### config.mk
export PLATFORM = sky130hd
export DESIGN_NAME = tcs_sequencer
export DESIGN_NICKNAME = d
export VERILOG_FILES = /design/src/tcs_pkg.sv /design/src/tcs_state_cost.sv /design/src/tcs_sequencer.sv
export SDC_FILE = /design/constraint.sdc
export NUM_CORES = 1
export LEC_CHECK = 0
export BUFFER_PORTS_ARGS = -buffer_cell sky130_fd_sc_hd__clkbuf_2
export CORE_UTILIZATION = 54
export CTS_BUF_LIST = sky130_fd_sc_hd__clkbuf_4
export CTS_CLUSTER_DIAMETER = 200
export DETAILED_ROUTE_END_ITERATION = 8
export MAX_ROUTING_LAYER = met4
export PLACE_DENSITY = 0.82
export RECOVER_POWER = 50
export SETUP_SLACK_MARGIN = 0.02
export SLEW_MARGIN = 0
export SYNTH_ARGS = -nofsm -noshare
export SYNTH_HDL_FRONTEND = slang
export SYNTH_SLANG_ARGS = --single-unit
### constraint.sdc
create_clock -name ref_clk_i -period 4.72 [get_ports ref_clk_i]
set_clock_uncertainty 0.1 [all_clocks]
set_input_delay 1.18 -clock ref_clk_i [delete_from_list [all_inputs] [get_ports ref_clk_i]]
set_output_delay 1.18 -clock ref_clk_i [all_outputs]
set_load 0.1 [all_outputs]
### src/tcs_pkg.sv
// Purpose: Shared types and constants of the transfer cycle sequencer.
// Assumes: One system clock; TCS_INTOP_STATES is in bus states (clock cycles), the other constants are encodings or counts.
// Notes:   Space and descriptor fields travel as packed structs.
package tcs_pkg;

  // ****************************************************************
  // Target space and transfer size encodings
  // ****************************************************************
  localparam logic [1:0] TCS_KIND_MEM    = 2'h0;
  localparam logic [1:0] TCS_KIND_PERIPH = 2'h1;
  localparam logic [1:0] TCS_KIND_EXT    = 2'h2;

  localparam logic [1:0] TCS_WIDTH_8  = 2'h0;
  localparam logic [1:0] TCS_WIDTH_16 = 2'h1;
  localparam logic [1:0] TCS_WIDTH_32 = 2'h2;

  localparam logic [1:0] TCS_SIZE_BYTE = 2'h0;
  localparam logic [1:0] TCS_SIZE_WORD = 2'h1;
  localparam logic [1:0] TCS_SIZE_LONG = 2'h2;

  // ****************************************************************
  // Access counts, internal-operation states and block maximum
  // ****************************************************************
  localparam logic [2:0] TCS_VEC_ACC       = 3'h1;
  localparam logic [2:0] TCS_INFO_FULL_ACC = 3'h4;
  localparam logic [2:0] TCS_INFO_SHRT_ACC = 3'h3;
  localparam logic [2:0] TCS_WB_FREE_ACC   = 3'h3;
  localparam logic [2:0] TCS_WB_ONE_ACC    = 3'h2;
  localparam logic [2:0] TCS_WB_BOTH_ACC   = 3'h1;
  localparam logic [2:0] TCS_SPLIT3_ACC    = 3'h3;
  localparam logic [2:0] TCS_SPLIT2_ACC    = 3'h2;
  localparam logic [2:0] TCS_ALIGN_ACC     = 3'h1;
  localparam logic [5:0] TCS_INTOP_STATES  = 6'h01;
  localparam logic [8:0] TCS_BLOCK_MAX     = 9'h100;

  // ****************************************************************
  // Carriers
  // ****************************************************************
  typedef enum logic [1:0] {
    TCS_OP_INFO = 2'h0,
    TCS_OP_BYTE = 2'h1,
    TCS_OP_WORD = 2'h2,
    TCS_OP_LONG = 2'h3
  } tcs_op_e;

  typedef struct packed {
    logic [1:0] kind;
    logic [1:0] width;
    logic       three_state;
    logic [2:0] wait_m;
  } tcs_space_s;

  typedef struct packed {
    logic       full_addr;
    logic       src_fixed;
    logic       dst_fixed;
    logic       block_mode;
    logic [1:0] size;
    logic [1:0] src_lsb;
    logic [1:0] dst_lsb;
    logic [7:0] block_size_counter;
    logic       chain_enable_bit;
    tcs_space_s src_space;
    tcs_space_s dst_space;
  } tcs_desc_s;

endpackage

### src/tcs_state_cost.sv
// Purpose: States taken by one bus access for a given target and operation.
// Assumes: wait_m is the external wait count inserted by the bus controller.
// Notes:   Pure combinational lookup.
`timescale 1ns/1ps
`default_nettype none
module tcs_state_cost
  import tcs_pkg::*;
(
  input  wire tcs_space_s space_i,
  input  wire tcs_op_e    op_i,
  output logic [5:0]      cost_o
);

  logic [5:0] m1;
  logic [5:0] m2;
  logic [5:0] m4;

  assign m1 = {3'h0, space_i.wait_m};
  assign m2 = {2'h0, space_i.wait_m, 1'b0};
  assign m4 = {1'b0, space_i.wait_m, 2'h0};

  always_comb begin
    cost_o = 6'h01;
    case (space_i.kind)
      TCS_KIND_MEM: begin
        cost_o = 6'h01;
      end
      TCS_KIND_PERIPH: begin
        case (op_i)
          TCS_OP_WORD: cost_o = (space_i.width == TCS_WIDTH_8) ? 6'h04 : 6'h02;
          TCS_OP_LONG: cost_o = (space_i.width == TCS_WIDTH_8)  ? 6'h08 :
                                (space_i.width == TCS_WIDTH_16) ? 6'h04 : 6'h02;
          default:     cost_o = 6'h02;
        endcase
      end
      TCS_KIND_EXT: begin
        if (space_i.width == TCS_WIDTH_8) begin
          case (op_i)
            TCS_OP_BYTE: cost_o = space_i.three_state ? 6'h03 + m1 : 6'h02;
            TCS_OP_WORD: cost_o = space_i.three_state ? 6'h04 + m2 : 6'h04;
            default:     cost_o = space_i.three_state ? 6'h0C + m4 : 6'h08;
          endcase
        end else begin
          case (op_i)
            TCS_OP_BYTE: cost_o = space_i.three_state ? 6'h03 + m1 : 6'h02;
            TCS_OP_WORD: cost_o = space_i.three_state ? 6'h03 + m1 : 6'h02;
            default:     cost_o = space_i.three_state ? 6'h06 + m2 : 6'h04;
          endcase
        end
      end
      default: cost_o = 6'h01;
    endcase
  end

endmodule
`default_nettype wire

### src/tcs_sequencer.sv
// Purpose: Bus-ownership and state-accounting sequencer of an interrupt-activated
//          transfer controller.
// Assumes: The arbiter holds the grant while bus_req_o stays high; desc_i shows the
//          transfer information of the current set when an information read ends.
// Notes:   Each access lasts as many states as its target costs.
`timescale 1ns/1ps
`default_nettype none
module tcs_sequencer
  import tcs_pkg::*;
#(
  parameter int CNT_W = 16
) (
  input  wire logic             ref_clk_i,
  input  wire logic             rst_i,
  input  wire logic             ce_i,
  input  wire logic             act_req_i,
  input  wire logic             info_skip_i,
  input  wire logic [2:0]       cpu_priority_level_i,
  input  wire logic [2:0]       controller_priority_level_i,
  input  wire tcs_space_s       info_space_i,
  input  wire tcs_desc_s        desc_i,
  input  wire logic             bus_grant_i,
  output logic                  bus_req_o,
  output logic                  acc_start_o,
  output logic [3:0]            acc_phase_o,
  output logic                  busy_o,
  output logic                  pending_o,
  output logic                  done_o,
  output logic [CNT_W-1:0]      exec_states_o
);

  // ****************************************************************
  // State encoding
  // ****************************************************************
  typedef enum logic [3:0] {
    ST_IDLE  = 4'h0,
    ST_REQ   = 4'h1,
    ST_VEC   = 4'h2,
    ST_INFO  = 4'h3,
    ST_DRD   = 4'h4,
    ST_DWR   = 4'h5,
    ST_WB    = 4'h6,
    ST_INTOP = 4'h7,
    ST_REL   = 4'h8
  } tcs_state_e;

  tcs_state_e      state_ff;
  tcs_state_e      nxt_state;
  tcs_state_e      after_ff;
  tcs_state_e      nxt_after;
  tcs_desc_s       desc_ff;
  logic            skip_ff;
  logic            pend_ff;
  logic [5:0]      st_cnt_ff;
  logic [2:0]      acc_idx_ff;
  logic [8:0]      elem_ff;
  logic [CNT_W-1:0] exec_ff;
  logic            done_ff;

  logic            start;
  logic            bus_phase;
  logic            active;
  logic [5:0]      cost;
  logic [5:0]      phase_cost;
  logic [2:0]      acc_total;
  logic            acc_last_state;
  logic            phase_end;
  logic [8:0]      block_p;
  tcs_space_s      cost_space;
  tcs_op_e         cost_op;

  // ****************************************************************
  // Activation and priority
  // ****************************************************************
  assign start = pend_ff && (state_ff == ST_IDLE) &&
                 (controller_priority_level_i >= cpu_priority_level_i);

  always_ff @(posedge ref_clk_i) begin
    if (rst_i) begin
      pend_ff <= 1'b0;
    end else if (ce_i) begin
      if (act_req_i) begin
        pend_ff <= 1'b1;
      end else if (start) begin
        pend_ff <= 1'b0;
      end
    end
  end

  // ****************************************************************
  // Per-phase access count and state cost
  // ****************************************************************
  function automatic logic [2:0] data_count(input logic [1:0] size, input logic [1:0] lsb);
    logic [2:0] n;
    n = TCS_ALIGN_ACC;
    if (size == TCS_SIZE_LONG && lsb[0]) begin
      n = TCS_SPLIT3_ACC;
    end else if ((size == TCS_SIZE_WORD && lsb[0]) ||
                 (size == TCS_SIZE_LONG && lsb == 2'h2)) begin
      n = TCS_SPLIT2_ACC;
    end
    return n;
  endfunction

  function automatic tcs_op_e size_op(input logic [1:0] size);
    tcs_op_e o;
    o = TCS_OP_BYTE;
    case (size)
      TCS_SIZE_WORD: o = TCS_OP_WORD;
      TCS_SIZE_LONG: o = TCS_OP_LONG;
      default:       o = TCS_OP_BYTE;
    endcase
    return o;
  endfunction

  assign block_p = (desc_ff.block_size_counter == 8'h00) ? TCS_BLOCK_MAX :
                   {1'b0, desc_ff.block_size_counter};

  always_comb begin
    acc_total  = TCS_ALIGN_ACC;
    cost_space = info_space_i;
    cost_op    = TCS_OP_INFO;
    case (state_ff)
      ST_VEC: begin
        acc_total = TCS_VEC_ACC;
      end
      ST_INFO: begin
        acc_total = desc_i.full_addr ? TCS_INFO_FULL_ACC : TCS_INFO_SHRT_ACC;
      end
      ST_WB: begin
        if (desc_ff.src_fixed && desc_ff.dst_fixed) begin
          acc_total = TCS_WB_BOTH_ACC;
        end else if (desc_ff.src_fixed || desc_ff.dst_fixed) begin
          acc_total = TCS_WB_ONE_ACC;
        end else begin
          acc_total = TCS_WB_FREE_ACC;
        end
      end
      ST_DRD: begin
        acc_total  = data_count(desc_ff.size, desc_ff.src_lsb);
        cost_space = desc_ff.src_space;
        cost_op    = size_op(desc_ff.size);
      end
      ST_DWR: begin
        acc_total  = data_count(desc_ff.size, desc_ff.dst_lsb);
        cost_space = desc_ff.dst_space;
        cost_op    = size_op(desc_ff.size);
      end
      default: begin
        acc_total = TCS_ALIGN_ACC;
      end
    endcase
  end

  tcs_state_cost u_cost (
    .space_i (cost_space),
    .op_i    (cost_op),
    .cost_o  (cost)
  );

  assign phase_cost     = (state_ff == ST_INTOP) ? TCS_INTOP_STATES : cost;
  assign acc_last_state = (st_cnt_ff == phase_cost - 6'h01);
  assign phase_end      = acc_last_state && (acc_idx_ff == acc_total - 3'h1);

  assign bus_phase = (state_ff == ST_VEC) || (state_ff == ST_INFO) || (state_ff == ST_DRD) ||
                     (state_ff == ST_DWR) || (state_ff == ST_WB);
  assign active    = bus_phase || (state_ff == ST_INTOP);

  // ****************************************************************
  // Sequencing
  // ****************************************************************
  always_comb begin
    nxt_state = state_ff;
    nxt_after = after_ff;
    case (state_ff)
      ST_IDLE: begin
        if (start) begin
          nxt_state = ST_REQ;
          nxt_after = info_skip_i ? ST_DRD : ST_VEC;
        end
      end
      ST_REQ: begin
        if (bus_grant_i) begin
          nxt_state = after_ff;
        end
      end
      ST_VEC: begin
        if (phase_end) begin
          nxt_state = ST_REL;
          nxt_after = ST_INFO;
        end
      end
      ST_INFO: begin
        if (phase_end) begin
          nxt_state = ST_REL;
          nxt_after = ST_DRD;
        end
      end
      ST_DRD: begin
        if (phase_end) begin
          nxt_state = ST_DWR;
        end
      end
      ST_DWR: begin
        if (phase_end) begin
          nxt_state = ST_REL;
          nxt_after = (elem_ff > 9'h001) ? ST_DRD : ST_WB;
        end
      end
      ST_WB: begin
        if (phase_end) begin
          nxt_state = ST_REL;
          if (desc_ff.chain_enable_bit) begin
            nxt_after = skip_ff ? ST_DRD : ST_INFO;
          end else begin
            nxt_after = skip_ff ? ST_IDLE : ST_INTOP;
          end
        end
      end
      ST_INTOP: begin
        if (phase_end) begin
          nxt_state = ST_IDLE;
        end
      end
      ST_REL: begin
        if (after_ff == ST_IDLE || after_ff == ST_INTOP) begin
          nxt_state = after_ff;
        end else begin
          nxt_state = ST_REQ;
        end
      end
      default: begin
        nxt_state = ST_IDLE;
      end
    endcase
  end

  always_ff @(posedge ref_clk_i) begin
    if (rst_i) begin
      state_ff <= ST_IDLE;
      after_ff <= ST_IDLE;
    end else if (ce_i) begin
      state_ff <= nxt_state;
      after_ff <= nxt_after;
    end
  end

  // ****************************************************************
  // Descriptor capture
  // ****************************************************************
  always_ff @(posedge ref_clk_i) begin
    if (rst_i) begin
      desc_ff <= '0;
      skip_ff <= 1'b0;
    end else if (ce_i) begin
      if (start) begin
        skip_ff <= info_skip_i;
        if (info_skip_i) begin
          desc_ff <= desc_i;
        end
      end else if (state_ff == ST_INFO && phase_end) begin
        desc_ff <= desc_i;
      end else if (state_ff == ST_WB && phase_end && skip_ff && desc_ff.chain_enable_bit) begin
        desc_ff <= desc_i;
      end
    end
  end

  // ****************************************************************
  // Access and state counters
  // ****************************************************************
  always_ff @(posedge ref_clk_i) begin
    if (rst_i) begin
      st_cnt_ff  <= 6'h00;
      acc_idx_ff <= 3'h0;
    end else if (ce_i) begin
      if (!active || phase_end) begin
        st_cnt_ff  <= 6'h00;
        acc_idx_ff <= 3'h0;
      end else if (acc_last_state) begin
        st_cnt_ff  <= 6'h00;
        acc_idx_ff <= acc_idx_ff + 3'h1;
      end else begin
        st_cnt_ff <= st_cnt_ff + 6'h01;
      end
    end
  end

  // Element counter of a block: one single transfer per element.
  always_ff @(posedge ref_clk_i) begin
    if (rst_i) begin
      elem_ff <= 9'h001;
    end else if (ce_i) begin
      if (state_ff == ST_REQ && bus_grant_i && after_ff == ST_DRD && elem_ff == 9'h000) begin
        elem_ff <= desc_ff.block_mode ? block_p : 9'h001;
      end else if (state_ff == ST_DWR && phase_end) begin
        elem_ff <= elem_ff - 9'h001;
      end else if (state_ff == ST_IDLE) begin
        elem_ff <= 9'h000;
      end
    end
  end

  // Every state spent in an access phase is counted once.
  always_ff @(posedge ref_clk_i) begin
    if (rst_i) begin
      exec_ff <= '0;
      done_ff <= 1'b0;
    end else if (ce_i) begin
      done_ff <= 1'b0;
      if (start) begin
        exec_ff <= '0;
      end else if (active) begin
        exec_ff <= exec_ff + 1'b1;
      end
      if (state_ff != ST_IDLE && nxt_state == ST_IDLE) begin
        done_ff <= 1'b1;
      end
    end
  end

  // ****************************************************************
  // Outputs
  // ****************************************************************
  assign bus_req_o     = (state_ff == ST_REQ) || bus_phase;
  assign acc_start_o   = active && (st_cnt_ff == 6'h00);
  assign acc_phase_o   = state_ff;
  assign busy_o        = (state_ff != ST_IDLE);
  assign pending_o     = pend_ff;
  assign done_o        = done_ff;
  assign exec_states_o = exec_ff;

endmodule
`default_nettype wire

==> impl_metrics.py, run 1 <==
metrics = {
    "route": {
        "drt_first_pass_iters": 7,
        "drtAntennaViolNets": 0,
        "vias": 5193,
        "drc": 0,
        "finalWirelength_um": 14000,
        "detail_route.iter0.violations": 500,
        "wl_per_cell_um": 16.4,
        "drt-vias-per-instance": 6.09,
    },
    "critical_path": {
        "ff2ff_setup_slack_ns": 0.31,
        "cp.buffers_inverters": 2,
        "slowest_stage": "a2111oi_4",
        "critPathMaxFanout": 17,
        "crit_family": "compound AO/OA/AOI/OAI gates",
        "cp.required_ns": 4.94,
        "critPathCaptureType": "flip-flop",
        "timing.rr.start": "acc_phase_o[0]",
        "rr_worst_depth": 17,
        "slowest_delay_ns": 0.41,
        "cp_num_cells": 18,
        "cp-startpoint": "info_space_i[6]",
        "crit_type": "in2reg",
        "reg2reg_to": "desc_ff[27]",
        "crit_chain": "clkbuf_2, nor2_1, a21o_1, ha_1, nor2b_1, and2_1, nand2_1, o21bai_1, o21a_1, ha_1, nor4_2, nor4b_1, a2111oi_4, o22ai_4, o21ai_4, buf_12, mux2i_1, nor2_1",
        "crit_end": "desc_ff[27]",
        "critical_path_arrival_ns": 4.66,
        "setup.worst_path.start_class": "input port",
    },
    "die": {
        "die_y_um": 100,
        "coreArea_sq_um": 9280,
        "dieArea_sq_um": 10100,
        "num_rows": 35,
        "pin_count": 80,
        "fp.dieW_um": 100,
        "start_util_pct": 56.3,
    },
    "logic_synthesis": {
        "avgSynthCellArea_sq_um": 8.15,
        "ys_seq_area_share_pct": 29.9,
        "syn_inst": 641,
        "synth_fp_nets": 715,
        "synth_area_leaders": "dfxtp_1 30%, mux2i_1 8.0%, nor2_1 6.4%",
        "ys_ff_latch": 78,
        "synthDistinctLibCells": 77,
        "synth_top_cell_area_share_pct": 29.9,
        "yosys_warnings": 0,
        "synth_edf_count": 0,
        "synth.most_common_cell": "nor2_1",
        "synth_top_area_cell": "dfxtp_1",
        "synth_commonest_cells": "89 x nor2_1, 78 x dfxtp_1, 46 x nand2_1",
        "syn-cell-area_sq_um": 5220,
        "async_reset_ff_share_pct": 0,
        "ys.flop_type": "dfxtp_1",
    },
    "sta": {
        "rsz0062_at_grt": "false",
        "maxClockFrequency_mhz": 225,
        "holdWs_ns": 0.392,
        "setup_viol": 0,
        "finalMaxSlewViolations": 0,
        "timing.final.hold_violations": 0,
        "worstMarginPinSlew_ns": 1.18,
        "tns_ns": 0,
        "fin_crit_ns": 4.44,
        "max_slew_margin_pct": 21.9,
        "fin_crit_sh_pct": 94.1,
    },
    "clocking": {
        "cts_setup_buffers": 0,
        "cts_repair_resize_count": 0,
        "numCtsBuffers": 9,
        "clkSinkCount": 78,
        "clk_path_buf_depth": 2,
        "clk_pin_slew_worst_paths_ns": 0.13,
        "clock_latency_ns": 0.45,
        "root_buffer": "clkbuf_4",
        "cts.htree.levels": 3,
        "tritoncts": "done",
        "holdBufCountCts": 0,
    },
    "placed_design": {
        "hpwl_um": 10200,
        "gp_congestion": 0.950,
        "numPortBuffers": 79,
    },
    "hold_path": {
        "hold_path_class": "reg2reg",
        "worstHoldPathCells": 1,
    },
    "power_and_ir_drop": {
        "leakage_uw": 0.00223,
        "max-vdd-ir-drop_uv": 157,
        "power.density_nw_per_um2": 233,
    },
    "finish": {
        "drive_above_1_share_pct": 16.7,
        "syn_to_final_growth_pct": 13.6,
        "num_antenna_cells": 0,
        "num-nets-final": 794,
        "fillers": 822,
    },
    "global_routing": {
        "antenna_found_initial": 0,
        "grt_pass1_vias": 4999,
        "grt_pass1_wl_um": 22800,
        "grt_max_degree": 59,
        "overflow": 0,
        "track_usage_pct": 29.0,
    },
    "job": {
        "max_cap_violations": 0,
    },
    "run_status": {
        "outcome": "completed",
    },
}
## metal layers
layer / up-vias / track usage, % / share of wire [%]
met5: - / - / 0
met1: 2461 / 35.1 / 42
met4: 0 / 11.7 / 2.8
li1: 2470 / - / -
met3: 46 / 3.97 / 6.3
met2: 216 / 48.5 / 49
## worst reg2reg max path: cells and delay by family (launching register included)
kind,cells,cell delay (ns)
mux,2,0.57
simple gates,6,0.91
flops,1,0.53
buf+inv,1,0.22
compound gates,6,1.38
fa+ha+maj,2,0.58
## worst min path at each step
stage	from	endpoint	slack, ns
2_1_floorplan	skip_ff	skip_ff	0.35
3_3_place_gp	done_o	done_o	0.36
3_5_place_dp	done_o	done_o	0.37
4_1_cts	done_o	done_o	0.40
5_1_grt	done_o	done_o	0.41
6_report	done_o	done_o	0.39
## sequential cells by signal, indices dropped and copies added, names as in the netlist
register / flops
acc_phase_o: 4
elem_ff: 9
done_o: 1
acc_idx_ff: 3
exec_states_o: 16
pending_o: 1
desc_ff: 34
st_cnt_ff: 6
skip_ff: 1
after_ff: 3
## final cells by class
cell class	instances	area [sq um]	area share [%]
multi-input combinational	503	3370	56.8
inverter	26	97.6	1.64
timing repair buffer	102	576	9.70
tap	129	161	2.72
clock inverter	5	82.6	1.39
sequential	78	1570	26.5
clock buffer	10	75.1	1.27
## placed cells by master (no fill, tap or decap), drive strengths merged, types with 7 or more instances in the layout
master,count
o211ai,8
xor2,11
nand2b,12
inv,27
nand3,17
nor2,90
nand3b,7
o21ai,31
nand2,46
a21o,7
and3,16
o21a,7
mux2i,42
dfxtp,78
mux2,7
or3,12
nor3,12
nor4,10
clkbuf,91
nand4,13
buf,21
ha,19
a31oi,10
xnor2,15
a21oi,33
## per-stage QoR
step / total power [uW] / setup slack [ns] / instances / util [%] / area (sq um)
4_1_cts: 1380 / 0.313 / 852 / 63.9 / 5930
3_3_place_gp: 909 / 0.0445 / 837 / 62.2 / 5780
5_1_grt: 1440 / 0.0212 / 853 / 63.9 / 5930
2_1_floorplan: 845 / 0.0752 / 641 / - / 5250
6_report: 1380 / 0.279 / 853 / 63.9 / 5930
3_5_place_dp: 917 / -0.144 / 837 / 62.2 / 5780
## cell families (layout without fill, tap and decap cells)
group | count (synthesis) | count (layout) | share of synthesized area (%)
DFF | 78 | 78 | 29.9
adders and majority gates | 19 | 19 | 4.55
xor gates and xnor gates | 26 | 26 | 4.36
AOI/OAI and AO/OA | 143 | 143 | 19.6
muxes | 49 | 49 | 9.63
and+or+nand+nor | 266 | 266 | 25.9
buffers and inverters | 60 | 143 | 6.13
## report_power, final
group	internal, uW	switching, uW	total (uW)
Combinational	92.9	139	232
Clock	220	255	475
Sequential	665	10.7	676
No activity file was read; power rests on OpenSTA's default activity.
==> inputs of run 2 (changes only) <==
--- a/config.mk
+++ b/config.mk
@@ -8,3 +8,4 @@
 export BUFFER_PORTS_ARGS = -buffer_cell sky130_fd_sc_hd__clkbuf_2
-export CORE_UTILIZATION = 54
+export CORE_MARGIN = 3
+export CORE_UTILIZATION = 64
 export CTS_BUF_LIST = sky130_fd_sc_hd__clkbuf_4
@@ -13,3 +14,3 @@
 export MAX_ROUTING_LAYER = met4
-export PLACE_DENSITY = 0.82
+export PLACE_DENSITY = 0.91
 export RECOVER_POWER = 50
==> constraint.sdc (replaced) <==
create_clock -name ref_clk_i -period 5.5 [get_ports ref_clk_i]
set_clock_uncertainty 0.1 [all_clocks]
set_input_delay 1.1 -clock ref_clk_i [delete_from_list [all_inputs] [get_ports ref_clk_i]]
set_output_delay 1.1 -clock ref_clk_i [all_outputs]
set_load 0.1 [all_outputs]
==> run 2 against run 1 <==
Compared with the run above: design area decreased by 3.3%; non-clock buffer count is 14 lower; sequential share of layout area rose by 0.72 points; hold slack better by 0.0021 ns; critical path depth decreased by 4; via count hardly changed; highest routed layer unchanged.
==> impl_metrics.py, run 2 (synthesis gave the netlist of run 1 again) <==
metrics = {
    "finish": {
        "utilization_pct": 73.5,
        "num-nets-final": 780,
        "syn_to_final_growth_pct": 9.89,
        "fillers": 573,
        "layout_commonest_cell": "nor2_1",
        "largest-register": "desc_ff",
        "area.sequential_sq_um": 1560,
        "num_antenna_cells": 0,
        "multi_input_area_sq_um": 3350,
        "largest_reg_flops": 34,
        "layoutNonFillerInstCount": 813,
        "final_cell_mix": "89 x nor2_1, 78 x dfxtp_1, 54 x clkbuf_2",
        "drive_above_1_share_pct": 14.2,
    },
    "sta": {
        "setup_viol": 0,
        "tns_ns": 0,
        "maxClockFrequency_mhz": 195,
        "fin_crit_ns": 5.12,
        "fin_crit_sh_pct": 93.0,
        "max_slew_margin_pct": 21.2,
        "worstMarginPinSlew_ns": 1.19,
        "holdWs_ns": 0.394,
        "rsz0062_at_grt": "false",
        "timing.final.hold_violations": 0,
        "finalMaxSlewViolations": 0,
    },
    "die": {
        "die_y_um": 96.3,
        "num_rows": 32,
        "dieArea_sq_um": 9280,
        "coreArea_sq_um": 7810,
        "pin_count": 80,
        "fp.dieW_um": 96.3,
        "start_util_pct": 66.9,
    },
    "placed_design": {
        "numPortBuffers": 79,
        "hpwl_um": 10100,
        "dp.cells": 797,
        "gp_congestion": 0.939,
    },
    "critical_path": {
        "ff2ff_setup_slack_ns": 0.38,
        "slowest_delay_ns": 0.80,
        "critPathMaxFanout": 14,
        "cp-startpoint": "acc_phase_o[0]",
        "cp.buffers_inverters": 0,
        "setup.worst_path.start_class": "flip-flop",
        "timing.rr.start": "acc_phase_o[0]",
        "crit_family": "compound AO/OA/AOI/OAI gates",
        "crit_chain": "nand4bb_1, o211a_1, or3_1, o32a_1, o21a_1, ha_1, xor2_1, o21a_1, o21ai_0, a2111oi_4, o22ai_4, o2bb2ai_1, a21boi_0, o21a_1",
        "crit_type": "reg2reg",
        "cp.required_ns": 5.75,
        "critPathCaptureType": "flip-flop",
        "cpMostUsedCell": "o21a_1",
        "critical_path_arrival_ns": 5.37,
        "slowest_stage": "dfxtp_1",
    },
    "route": {
        "drt-vias-per-instance": 6.39,
        "detail_route.iter0.violations": 563,
        "finalWirelength_um": 13900,
        "drt_first_pass_iters": 6,
        "vias": 5197,
        "drc": 0,
        "wl_per_cell_um": 17.1,
        "drtAntennaViolNets": 0,
    },
    "clocking": {
        "cts_repair_resize_count": 0,
        "clk_pin_slew_worst_paths_ns": 0.14,
        "numCtsBuffers": 9,
        "clk_path_buf_depth": 2,
        "root_buffer": "clkbuf_4",
        "cts.htree.levels": 3,
        "holdBufCountCts": 0,
        "clkSinkCount": 78,
        "clock_latency_ns": 0.44,
        "tritoncts": "done",
        "cts_setup_buffers": 0,
    },
    "hold_path": {
        "hold_path_class": "reg2reg",
        "min_from": "done_o",
    },
    "global_routing": {
        "use_met1_pct": 38.3,
        "grt_max_degree": 60,
        "grt_pass1_wl_um": 22600,
        "overflow": 0,
        "top_usage_layer": "met2",
        "met3_usage_pct": 4.93,
        "antenna_found_initial": 0,
        "grt_pass1_vias": 4907,
        "grt.met2_usage_pct": 51.7,
        "track_usage_pct": 31.3,
    },
    "power_and_ir_drop": {
        "p_total_uw": 1180,
        "leakage_uw": 0.00214,
        "max-vdd-ir-drop_uv": 193,
        "power.density_nw_per_um2": 205,
    },
    "job": {
        "max_cap_violations": 0,
    },
    "run_status": {
        "outcome": "completed",
    },
}
==> run 2: cell count changes in the layout (fill, tap and decap cells not counted), moves of 2 or more <==
cell,previous run,this run
dfxtp_2,2,0
dfxtp_1,74,78
buf_4,19,8
nor4_2,2,0
nor4_1,8,10
dfxtp_4,2,0
==> run 2: layer usage <==
metal | vias to the layer above | routed length (um)
met3 | 63 | 1070
met2 | 279 | 6760
met5 | - | 0
met1 | 2411 | 5560
li1 | 2444 | -
met4 | 0 | 469
==> run 2: power by group <==
| part | total, uW | switching (uW) | internal (uW) |
|---|---|---|---|
| clock network | 412 | 226 | 186 |
| logic | 184 | 117 | 66.8 |
| registers | 580 | 8.70 | 572 |
==> run 2: final timing paths <==
path / to / cells past startpoint
max: elem_ff[5] / 14
min: done_o / 1
max reg2reg: elem_ff[5] / 14
min reg2reg: done_o / 1
==> run 2: cell type report <==
cell class / instances / area share [%]
tap: 102 / 2.22
clock buffer: 9 / 1.18
sequential: 78 / 27.2
inverter: 26 / 1.70
timing repair buffer: 88 / 7.74
multi-input combinational: 503 / 58.3
clock inverter: 7 / 1.68
==> run 2: metrics by stage <==
step	worst slack (ns)	instance area [sq um]
after floorplan	0.373	5220
after global placement	0.677	5610
after detailed placement	0.563	5610
after CTS	0.504	5780
after global routing	0.0327	5740
final	0.383	5740
